$ cat src/include/ncoacc_pkg.sv
// Shared constants and types for the oscillator clock control and accumulator.
// Assumes one 250 MHz clock and an 8-bit register port.
package ncoacc_pkg;
	localparam int NCOACC_ACC_W = 20;
	localparam logic [2:0] NCOACC_OFS_CLKCON = 3'h0;
	localparam logic [2:0] NCOACC_OFS_ACCL = 3'h1;
	localparam logic [2:0] NCOACC_OFS_ACCH = 3'h2;
	localparam logic [2:0] NCOACC_OFS_ACCU = 3'h3;
	localparam logic [2:0] NCOACC_OFS_INCL = 3'h4;
	localparam logic [2:0] NCOACC_OFS_INCH = 3'h5;
	localparam logic [2:0] NCOACC_OFS_INCU = 3'h6;
	localparam logic [2:0] NCOACC_OFS_CTRL = 3'h7;
	localparam int NCOACC_PWS_LSB = 5;
	localparam int NCOACC_CKS_LSB = 0;
	localparam int NCOACC_EN_BIT = 7;
	localparam int NCOACC_OUT_BIT = 5;
	localparam int NCOACC_POL_BIT = 4;
	localparam int NCOACC_PFM_BIT = 0;
	localparam logic [7:0] NCOACC_RST_BYTE = 8'h00;
	localparam logic [19:0] NCOACC_RST_ACC = 20'h00000;
	localparam logic [1:0] NCOACC_CKS_HFINT = 2'h0;
	localparam logic [1:0] NCOACC_CKS_SYS = 2'h1;
	localparam logic [1:0] NCOACC_CKS_CELL = 2'h2;
	typedef struct packed {
		logic [2:0] addr;
		logic [7:0] wdata;
		logic wr;
		logic rd;
	} ncoacc_req_t;
	typedef struct packed {
		logic [1:0] pdiv;
		logic srcs;
	} ncoacc_src_t;
endpackage

$ cat src/verilog/ncoacc_pulse.sv
// Output stage: fixed duty toggle or pulse of 2**n input clock periods.
// Assumes tick is a one-cycle enable at each selected input clock edge.
`timescale 1ns/1ps
module ncoacc_pulse
	import ncoacc_pkg::*;
(
	input wire logic MCLK,
	input wire logic RESET,
	input wire logic tick,
	input wire logic ovf,
	input wire logic enable,
	input wire logic pfm,
	input wire logic [2:0] pws,
	output logic level
);
	logic [7:0] cnt;
	logic [7:0] next_cnt;
	logic next_level;
	logic [7:0] width;

	always_comb begin
		width = 8'h01 << pws;
		next_cnt = cnt;
		next_level = level;
		if (!enable) begin
			next_cnt = 8'h00;
			next_level = 1'b0;
		end else if (tick) begin
			// RULE12: pulse or toggle
			if (!pfm) begin
				// RULE3: width ignored here
				if (ovf) begin
					next_level = ~level;
				end
			end else if (ovf) begin
				next_level = 1'b1;
				next_cnt = 8'h01;
			end else if (level) begin
				// RULE1: 2**n periods active
				if (cnt >= width) begin
					next_level = 1'b0;
					next_cnt = 8'h00;
				end else begin
					next_cnt = cnt + 8'h01;
				end
			end
		end
	end

	always_ff @(posedge MCLK) begin
		if (RESET) begin
			cnt <= 8'h00;
			level <= 1'b0;
		end else begin
			cnt <= next_cnt;
			level <= next_level;
		end
	end
endmodule

$ cat src/verilog/ncoacc_top.sv
// Clock control, 20-bit phase accumulator and increment of the oscillator.
// Assumes the clock sources arrive as single-cycle tick enables on MCLK.
//
// Our own choices: the placing of the registers and the address-and-strobe port.
`timescale 1ns/1ps
// Notes on behaviour
// RULE1: pulse width code n gives 2**n periods
// RULE2: two-bit field selects input clock
// RULE3: pulse width used only in pulse mode
// RULE4: software keeps width below overflow period
// RULE5: accumulator split into low, high, nibble
// RULE6: upper accumulator bits 7:4 read zero
// RULE7: accumulator runs freely, reads not coherent
// RULE8: no shadow latch for accumulator reads
// RULE9: software writes accumulator only when stopped
// RULE10: increment is upper:high:low concatenation
// RULE11: shadow loads at edge after low write
// RULE12: mode bit picks pulse or toggle output
// RULE13: add increment per edge, carry overflows
// RULE14: writable fields reset to zero
module ncoacc_top
	import ncoacc_pkg::*;
#(
	parameter int ACC_W = NCOACC_ACC_W
)(
	input wire logic MCLK,
	input wire logic RESET,
	input wire logic [2:0] ADDR,
	input wire logic [7:0] WDATA,
	input wire logic WR,
	input wire logic RD,
	input wire logic HFINT_TICK,
	input wire logic SYS_TICK,
	input wire logic CELL_TICK,
	output logic [7:0] RDATA,
	output logic NCO_OUT
);
	ncoacc_req_t req;
	logic [7:0] clkcon;
	logic [7:0] ctrl;
	logic [7:0] incl;
	logic [7:0] inch;
	logic [7:0] incu;
	logic [7:0] next_clkcon;
	logic [7:0] next_ctrl;
	logic [7:0] next_incl;
	logic [7:0] next_inch;
	logic [7:0] next_incu;
	logic [ACC_W-1:0] acc;
	logic [ACC_W-1:0] next_acc;
	logic [ACC_W-1:0] shadow;
	logic [ACC_W-1:0] next_shadow;
	logic [ACC_W-1:0] inc_word;
	logic [ACC_W:0] sum;
	logic ld_pend;
	logic next_ld_pend;
	logic tick;
	logic ovf;
	logic level;
	logic out_q;
	logic next_out_q;
	logic [7:0] next_rdata;
	logic enable;
	logic pfm;
	logic pol;
	logic [2:0] pws;
	logic [1:0] cks;

	assign req = '{addr: ADDR, wdata: WDATA, wr: WR, rd: RD};
	assign enable = ctrl[NCOACC_EN_BIT];
	assign pfm = ctrl[NCOACC_PFM_BIT];
	assign pol = ctrl[NCOACC_POL_BIT];
	assign pws = clkcon[NCOACC_PWS_LSB +: 3];
	assign cks = clkcon[NCOACC_CKS_LSB +: 2];
	// RULE10: upper high low
	assign inc_word = ACC_W'({incu[3:0], inch, incl});

	// RULE2: source select
	always_comb begin
		case (cks)
			NCOACC_CKS_HFINT: tick = HFINT_TICK;
			NCOACC_CKS_SYS: tick = SYS_TICK;
			NCOACC_CKS_CELL: tick = CELL_TICK;
			default: tick = 1'b0;
		endcase
	end

	// RULE13: add with carry
	assign sum = {1'b0, acc} + {1'b0, shadow};
	assign ovf = enable && tick && sum[ACC_W];

	// Configuration bytes written by software
	always_comb begin
		next_clkcon = clkcon;
		next_ctrl = ctrl;
		next_incl = incl;
		next_inch = inch;
		next_incu = incu;
		if (req.wr) begin
			case (req.addr)
				NCOACC_OFS_CLKCON: next_clkcon = req.wdata & 8'hE3;
				NCOACC_OFS_INCL: next_incl = req.wdata;
				NCOACC_OFS_INCH: next_inch = req.wdata;
				NCOACC_OFS_INCU: next_incu = req.wdata & 8'h0F;
				NCOACC_OFS_CTRL: next_ctrl = req.wdata & 8'h91;
				default: ;
			endcase
		end
	end

	// Accumulator, increment shadow and its load request
	always_comb begin
		next_acc = acc;
		next_shadow = shadow;
		next_ld_pend = ld_pend;
		// RULE13: accumulate while enabled
		if (enable && tick) begin
			next_acc = sum[ACC_W-1:0];
		end
		// RULE11: shadow load on edge
		if (ld_pend && tick) begin
			next_shadow = inc_word;
			next_ld_pend = 1'b0;
		end
		if (req.wr) begin
			case (req.addr)
				// RULE9: writes while running unguarded
				NCOACC_OFS_ACCL: next_acc[7:0] = req.wdata;
				NCOACC_OFS_ACCH: next_acc[15:8] = req.wdata;
				NCOACC_OFS_ACCU: next_acc[19:16] = req.wdata[3:0];
				// RULE11: low byte arms load
				NCOACC_OFS_INCL: next_ld_pend = 1'b1;
				default: ;
			endcase
		end
	end

	// RULE12: polarity after the level
	always_comb begin
		next_out_q = level ^ pol;
	end

	// RULE7: live bytes, no latch
	// RULE8: no read shadow
	always_comb begin
		next_rdata = 8'h00;
		if (req.rd) begin
			case (req.addr)
				NCOACC_OFS_CLKCON: next_rdata = clkcon;
				// RULE5: byte split
				NCOACC_OFS_ACCL: next_rdata = acc[7:0];
				NCOACC_OFS_ACCH: next_rdata = acc[15:8];
				// RULE6: upper nibble zero
				NCOACC_OFS_ACCU: next_rdata = {4'h0, acc[19:16]};
				NCOACC_OFS_INCL: next_rdata = incl;
				NCOACC_OFS_INCH: next_rdata = inch;
				NCOACC_OFS_INCU: next_rdata = incu;
				NCOACC_OFS_CTRL: begin
					next_rdata = ctrl;
					next_rdata[NCOACC_OUT_BIT] = out_q;
				end
				default: next_rdata = 8'h00;
			endcase
		end
	end

	// RULE14: reset to zero
	always_ff @(posedge MCLK) begin
		if (RESET) begin
			clkcon <= NCOACC_RST_BYTE;
			ctrl <= NCOACC_RST_BYTE;
			incl <= NCOACC_RST_BYTE;
			inch <= NCOACC_RST_BYTE;
			incu <= NCOACC_RST_BYTE;
		end else begin
			clkcon <= next_clkcon;
			ctrl <= next_ctrl;
			incl <= next_incl;
			inch <= next_inch;
			incu <= next_incu;
		end
	end

	// RULE14: accumulator clears
	always_ff @(posedge MCLK) begin
		if (RESET) begin
			acc <= NCOACC_RST_ACC;
			shadow <= NCOACC_RST_ACC;
			ld_pend <= 1'b0;
		end else begin
			acc <= next_acc;
			shadow <= next_shadow;
			ld_pend <= next_ld_pend;
		end
	end

	// Output pin and its status copy
	always_ff @(posedge MCLK) begin
		if (RESET) begin
			out_q <= 1'b0;
			NCO_OUT <= 1'b0;
		end else begin
			out_q <= next_out_q;
			NCO_OUT <= next_out_q;
		end
	end

	// Read data stands one cycle
	always_ff @(posedge MCLK) begin
		if (RESET) begin
			RDATA <= 8'h00;
		end else begin
			RDATA <= next_rdata;
		end
	end

	// RULE12: output stage
	ncoacc_pulse u_pulse (
		.MCLK(MCLK),
		.RESET(RESET),
		.tick(tick),
		.ovf(ovf),
		.enable(enable),
		.pfm(pfm),
		.pws(pws),
		.level(level)
	);
endmodule

$ cat config.mk
export PLATFORM = sky130hd
export DESIGN_NAME = ncoacc_top
export DESIGN_NICKNAME = d
export VERILOG_FILES = /design/src/include/ncoacc_pkg.sv /design/src/verilog/ncoacc_pulse.sv /design/src/verilog/ncoacc_top.sv
export SDC_FILE = /design/constraint.sdc
export NUM_CORES = 1
export LEC_CHECK = 0
export BUFFER_PORTS_ARGS = -buffer_cell sky130_fd_sc_hd__buf_2
export CAP_MARGIN = 20
export CORE_MARGIN = 2
export CORE_UTILIZATION = 64
export CTS_BUF_LIST = sky130_fd_sc_hd__clkbuf_8
export CTS_CLUSTER_SIZE = 14
export DETAILED_ROUTE_END_ITERATION = 10
export MAX_ROUTING_LAYER = met4
export PLACE_DENSITY = 0.81
export SETUP_SLACK_MARGIN = 0.1
export SLEW_MARGIN = 25
export SYNTH_ARGS = -nofsm -noshare
export SYNTH_HDL_FRONTEND = slang
export SYNTH_SLANG_ARGS = --single-unit
export TNS_END_PERCENT = 5
$ cat constraint.sdc
create_clock -name MCLK -period 3.84 [get_ports MCLK]
set_clock_uncertainty 0.1 [all_clocks]
set_input_delay 1.152 -clock MCLK [delete_from_list [all_inputs] [get_ports MCLK]]
set_output_delay 1.152 -clock MCLK [all_outputs]
set_load 0.005 [all_outputs]
# Word-level counts from Yosys, hierarchy flattened
# Index checks and enable logic that the tools add are counted.
# word_totals
input_bits	18
regBits	87
# op_classes
order_cmp	1
add_sub_neg	2
bitwise_logic	4
eq_ne	9
mux	18
shifts	1
n_reduce_logical	16
# ops
cell	count
8-bit one-hot mux with 8 select lines	1
20-bit 2-to-1 mux	2
8-bit 2-to-1 mux	5
20-bit by 20-bit adder with 21-bit output	1
3-bit == test (second input constant)	4
2-bit AND reduction	6
8-bit by 1-bit adder with 8-bit output (second input constant)	1
8-bit >= comparator	1
1-bit 2-to-1 mux	8
1-bit by 3-bit left shift with 8-bit output (first input constant)	1
3-bit by 2-bit == test with 1-bit output (second input constant)	2
4-bit 2-to-1 mux	1
2-bit nonzero test	2
2-bit OR reduction	2
3-bit by 1-bit == test with 1-bit output (second input constant)	1
1-bit logical AND	3
3-bit zero test	1
1-bit inverter	3
1-bit one-hot mux with 3 select lines	1
3-bit AND reduction	1
2-bit by 1-bit == test with 1-bit output (second input constant)	1
2-bit == test (second input constant)	1
2-bit zero test	1
1-bit XOR	1

# Logic depth before layout (Yosys ltp)
# depth
ltp_word	6
depth_mapped	12
ltp_nobuf	10

# Modules after synthesis
# Synthesis repeated with hierarchy kept, for this count alone.
# unflattened
cells_unflattened	631
area_unflattened_um2	5018.6
# modules_own_cells
mod	seq_area_each_um2	instances	area_per_inst_um2	cells_per_inst
ncoacc_top	1561.5	1	4314.1	549
ncoacc_pulse	180.2	1	704.4	82

# Least setup slack after synthesis
# OpenSTA, ideal clock, no wires.
# synth_path
path_kind	register -> register
start	reg acc[0]
end	reg u_pulse.cnt[4]
required_ns	3.666
path_buffers	1
path_stages_with_launch	12
setup_slack_ns	1.068
t_arrival_ns	2.598
path_cell_list	dfxtp_1 > ha_1 > fa_1 > a211o_1 > a21oi_2 > a21oi_2 > a311o_1 > a41o_1 > nor2_4 > buf_6 > nand3_1 > a31oi_1
# synth_via
elab_chain_len	4
# synth_rtl
element	line_no	source
from (decl)	ncoacc_top.sv:49	logic [ACC_W-1:0] acc;
from (signal assigned)	ncoacc_top.sv:191	acc <= next_acc;
20-bit by 20-bit adder with 21-bit output *	ncoacc_top.sv:89	assign sum = {1'b0, acc} + {1'b0, shadow};
1-bit logical AND *	ncoacc_top.sv:90	assign ovf = enable && tick && sum[ACC_W];
2-bit nonzero test (no source line)	n/a	
3-bit AND reduction (no source line)	n/a	
to (signal assigned)	ncoacc_pulse.sv:55	cnt <= next_cnt;
to (decl)	ncoacc_pulse.sv:16	logic [7:0] cnt;
# Every way passes the cells marked *; elsewhere a longest branch is shown, timed or not.
# A chain may end at the register's enable or synchronous reset.

# Worst setup path in the final report
# layout_path
start	reg acc[0]
end	reg u_pulse.cnt[6]
# The elaborated chain is that of the path after synthesis.

==> results.json <==
{
  "slew_headroom_pct": 38.8,
  "vias": 4733,
  "max_freq_mhz": 308,
  "worst_slack_ps": 591,
  "area_growth_pct": 6.87,
  "grt_usage_pct": 34.9,
  "clkPwrFrac_pct": 37.5,
  "seq_power_share_pct": 53.8,
  "postRouteAntennaNets": 0,
  "numCtsBuffers": 9,
  "die_area_um2": 8490,
  "cts_sinks": 87,
  "drv_slew": 0,
  "worstPathRequired_ps": 4020,
  "r2r_end": "u_pulse.cnt[6]",
  "syn_area_per_cell_um2": 7.81,
  "leakagePower_nw": 2.12,
  "finalCriticalPeriod_ps": 3250,
  "hold_violations": 0,
  "fin_nets": 690,
  "yosysTopAreaCell": "dfxtp_1",
  "vdd_drop_max_mv": 0.279,
  "slowest_stage": "fa_1",
  "drc": 0,
  "synth_seq_cells": 87,
  "synthArstFlopShare_pct": 0,
  "worst_r2r_path_depth": 10,
  "routabilityCongestion": 0.937,
  "setup_viol": 0,
  "vias_per_cell": 6.33,
  "drtIter0Drc": 483,
  "die_w_um": 92.2,
  "dpl.hpwl_um": 9800,
  "p_switching_w": 0.000454,
  "synth_seq_area_share_pct": 35.0,
  "max_cap_viol_count": 0,
  "tns_ps": 0,
  "htree_num_levels": 3,
  "cts_tree": "built",
  "first_pass_iters": 5,
  "clk_pin_slew_ps": 90,
  "rows": 32,
  "grt_pass1_wl_um": 22600,
  "synthTopCellsByArea": "dfxtp_1 (35%), nand2_1 (10%), ha_1 (7.3%), a21oi_1 (6.8%), nor2_1 (4.4%)",
  "fin_area_um2": 5320,
  "status": "completed",
  "power_density_nw_per_um2": 327,
  "synth_fp_nets": 685,
  "min_from": "shadow[9]",
  "tightest_slew_ps": 916,
  "cts_root_buf": "clkbuf_8",
  "n_antenna_cell": 0,
  "pwr-share-comb_pct": 8.8,
  "grt-ovfl-total": 0,
  "p_sw_share_pct": 26.1,
  "synth_area_um2": 4970,
  "cp-end-kind": "flop",
  "ios": 27,
  "antenna_found_initial": 0,
  "yosysMostFrequentCell": "nand2_1",
  "crit_path_end": "u_pulse.cnt[6]",
  "cp.arrival_ps": 3420,
  "cp_max_fo": 13,
  "whs_ps": 370,
  "reg2reg_from": "acc[0]",
  "first_global_vias": 4445,
  "place_area_um2": 5120,
  "drt-total-wl_um": 13700,
  "critPathLaunchType": "flop",
  "yosysWarnings": 0,
  "wl_per_cell_um": 18.4,
  "cts_setup_buffers": 0,
  "clockBufferDepth": 2,
  "initial_core_util_pct": 65.4,
  "yosys_most_used_dff": "dfxtp_1",
  "slowest_delay_ps": 440,
  "coreArea_um2": 7610,
  "crit_top_cell": "a21oi_2",
  "die_h_um": 92.2,
  "startpoint": "acc[0]",
  "final.period_utilization_pct": 84.6,
  "synth_common_cells": "nand2_1 (133), dfxtp_1 (87), a21oi_1 (68), nor2_1 (58), clkbuf_1 (32)",
  "cts_hold_buffers": 0,
  "synth_edf_count": 0,
  "yosysUniqueCellTypes": 63,
  "r2r_setup_slack_ps": 590,
  "synthCells": 637,
  "insertion_delay_ps": 360,
  "worstHoldPathType": "reg -> reg",
  "place_ws_ps": 688,
  "rsz0062_at_grt": "false",
  "p_int_w": 0.00128,
  "synth_top_area_share_pct": 35.0,
  "cp_cell_sequence": "ha_1 > fa_1 > a211o_1 > a21oi_2 > a21oi_2 > a311o_1 > a41o_1 > nor2_4 > nand3_1 > a31oi_1",
  "drive_gt1_share_pct": 9.75,
  "crit_type": "reg -> reg",
  "grt_max_degree": 53,
  "io_buffers": 26,
  "cts.repair.resized": 0
}
==> logic make-up (layout without fill, tap and decap cells) <==
| logic type | count (synthesis) | count (layout) | synth area share (%) |
|---|---|---|---|
| AO/OA/AOI/OAI | 169 | 169 | 22.5 |
| XOR/XNOR | 11 | 11 | 1.94 |
| adder cells (fa/ha/maj) | 30 | 30 | 7.70 |
| buffers and inverters | 44 | 53 | 3.47 |
| flip-flops | 87 | 87 | 35.0 |
| multiplexers | 23 | 23 | 4.75 |
| AND/OR/NAND/NOR | 273 | 273 | 24.7 |
==> cells in the final DEF (no fill, tap or decap), types with 10 or more instances in the layout <==
| master | instances |
|---|---|
| dfxtp_1 | 87 |
| a311oi_1 | 14 |
| nor3_1 | 11 |
| a21oi_1 | 68 |
| nand2_1 | 133 |
| o21ai_0 | 15 |
| buf_2 | 26 |
| nor2b_1 | 10 |
| nor2_1 | 58 |
| clkbuf_8 | 10 |
| nand3_1 | 19 |
| mux2i_1 | 18 |
| a21o_1 | 12 |
| ha_1 | 29 |
| a31oi_1 | 10 |
==> state kept, by name, indices dropped and copies added, names as in the netlist, 4 cells and up <==
register,cells
shadow,20
u_pulse.cnt,8
inch,8
incl,8
acc,20
incu,4
clkcon,5
RDATA,8
==> how the worst min path moves through the flow <==
stage / to / cells past startpoint
5_1_grt: shadow[9] / 2
4_1_cts: shadow[7] / 2
2_1_floorplan: shadow[0] / 2
3_3_place_gp: shadow[4] / 2
3_5_place_dp: shadow[9] / 2
6_report: shadow[9] / 2
==> metrics by stage <==
| stage | power (W) | util [%] | std cells |
|---|---|---|---|
| detailed placement | 0.00110 | 67.3 | 733 |
| CTS | 0.00174 | 69.9 | 748 |
| global placement | 0.00110 | 67.3 | 733 |
| floorplan | 0.00105 | - | 637 |
| finish | 0.00174 | 69.9 | 748 |
| global route | 0.00180 | 69.9 | 748 |
==> power groups by stage <==
stage          combinational, W  clock [W]  sequential (W)
4_1_cts                0.000149   0.000658        0.000933
3_3_place_gp           0.000144          0        0.000954
2_1_floorplan          0.000106          0        0.000948
3_5_place_dp           0.000148          0        0.000954
5_1_grt                0.000166   0.000700        0.000936
6_report               0.000152   0.000651        0.000934
==> per-layer routing <==
layer | GRT usage (%) | up-vias | share of wire [%]
met5 | - | - | 0
met4 | 12.8 | 0 | 3.1
li1 | - | 2278 | -
met2 | 56.2 | 203 | 47
met1 | 44.7 | 2215 | 42
met3 | 5.42 | 37 | 7.5
==> worst max-delay path: cells and delay by family, from the launching register on <==
kind	cells	cell delay (ps)
fa+ha+maj	2	690
simple gates	2	430
compound gates	6	1590
flops	1	350
==> cell type report <==
cell class | count | area (µm²)
multi-input combinational | 506 | 3060
inverter | 8 | 30.0
clock inverter | 5 | 58.8
fill | 626 | 2290
clock buffer | 10 | 138
timing repair buffer | 30 | 160
sequential | 87 | 1740
tap | 102 | 128
No activity file was read; power rests on OpenSTA's default activity.
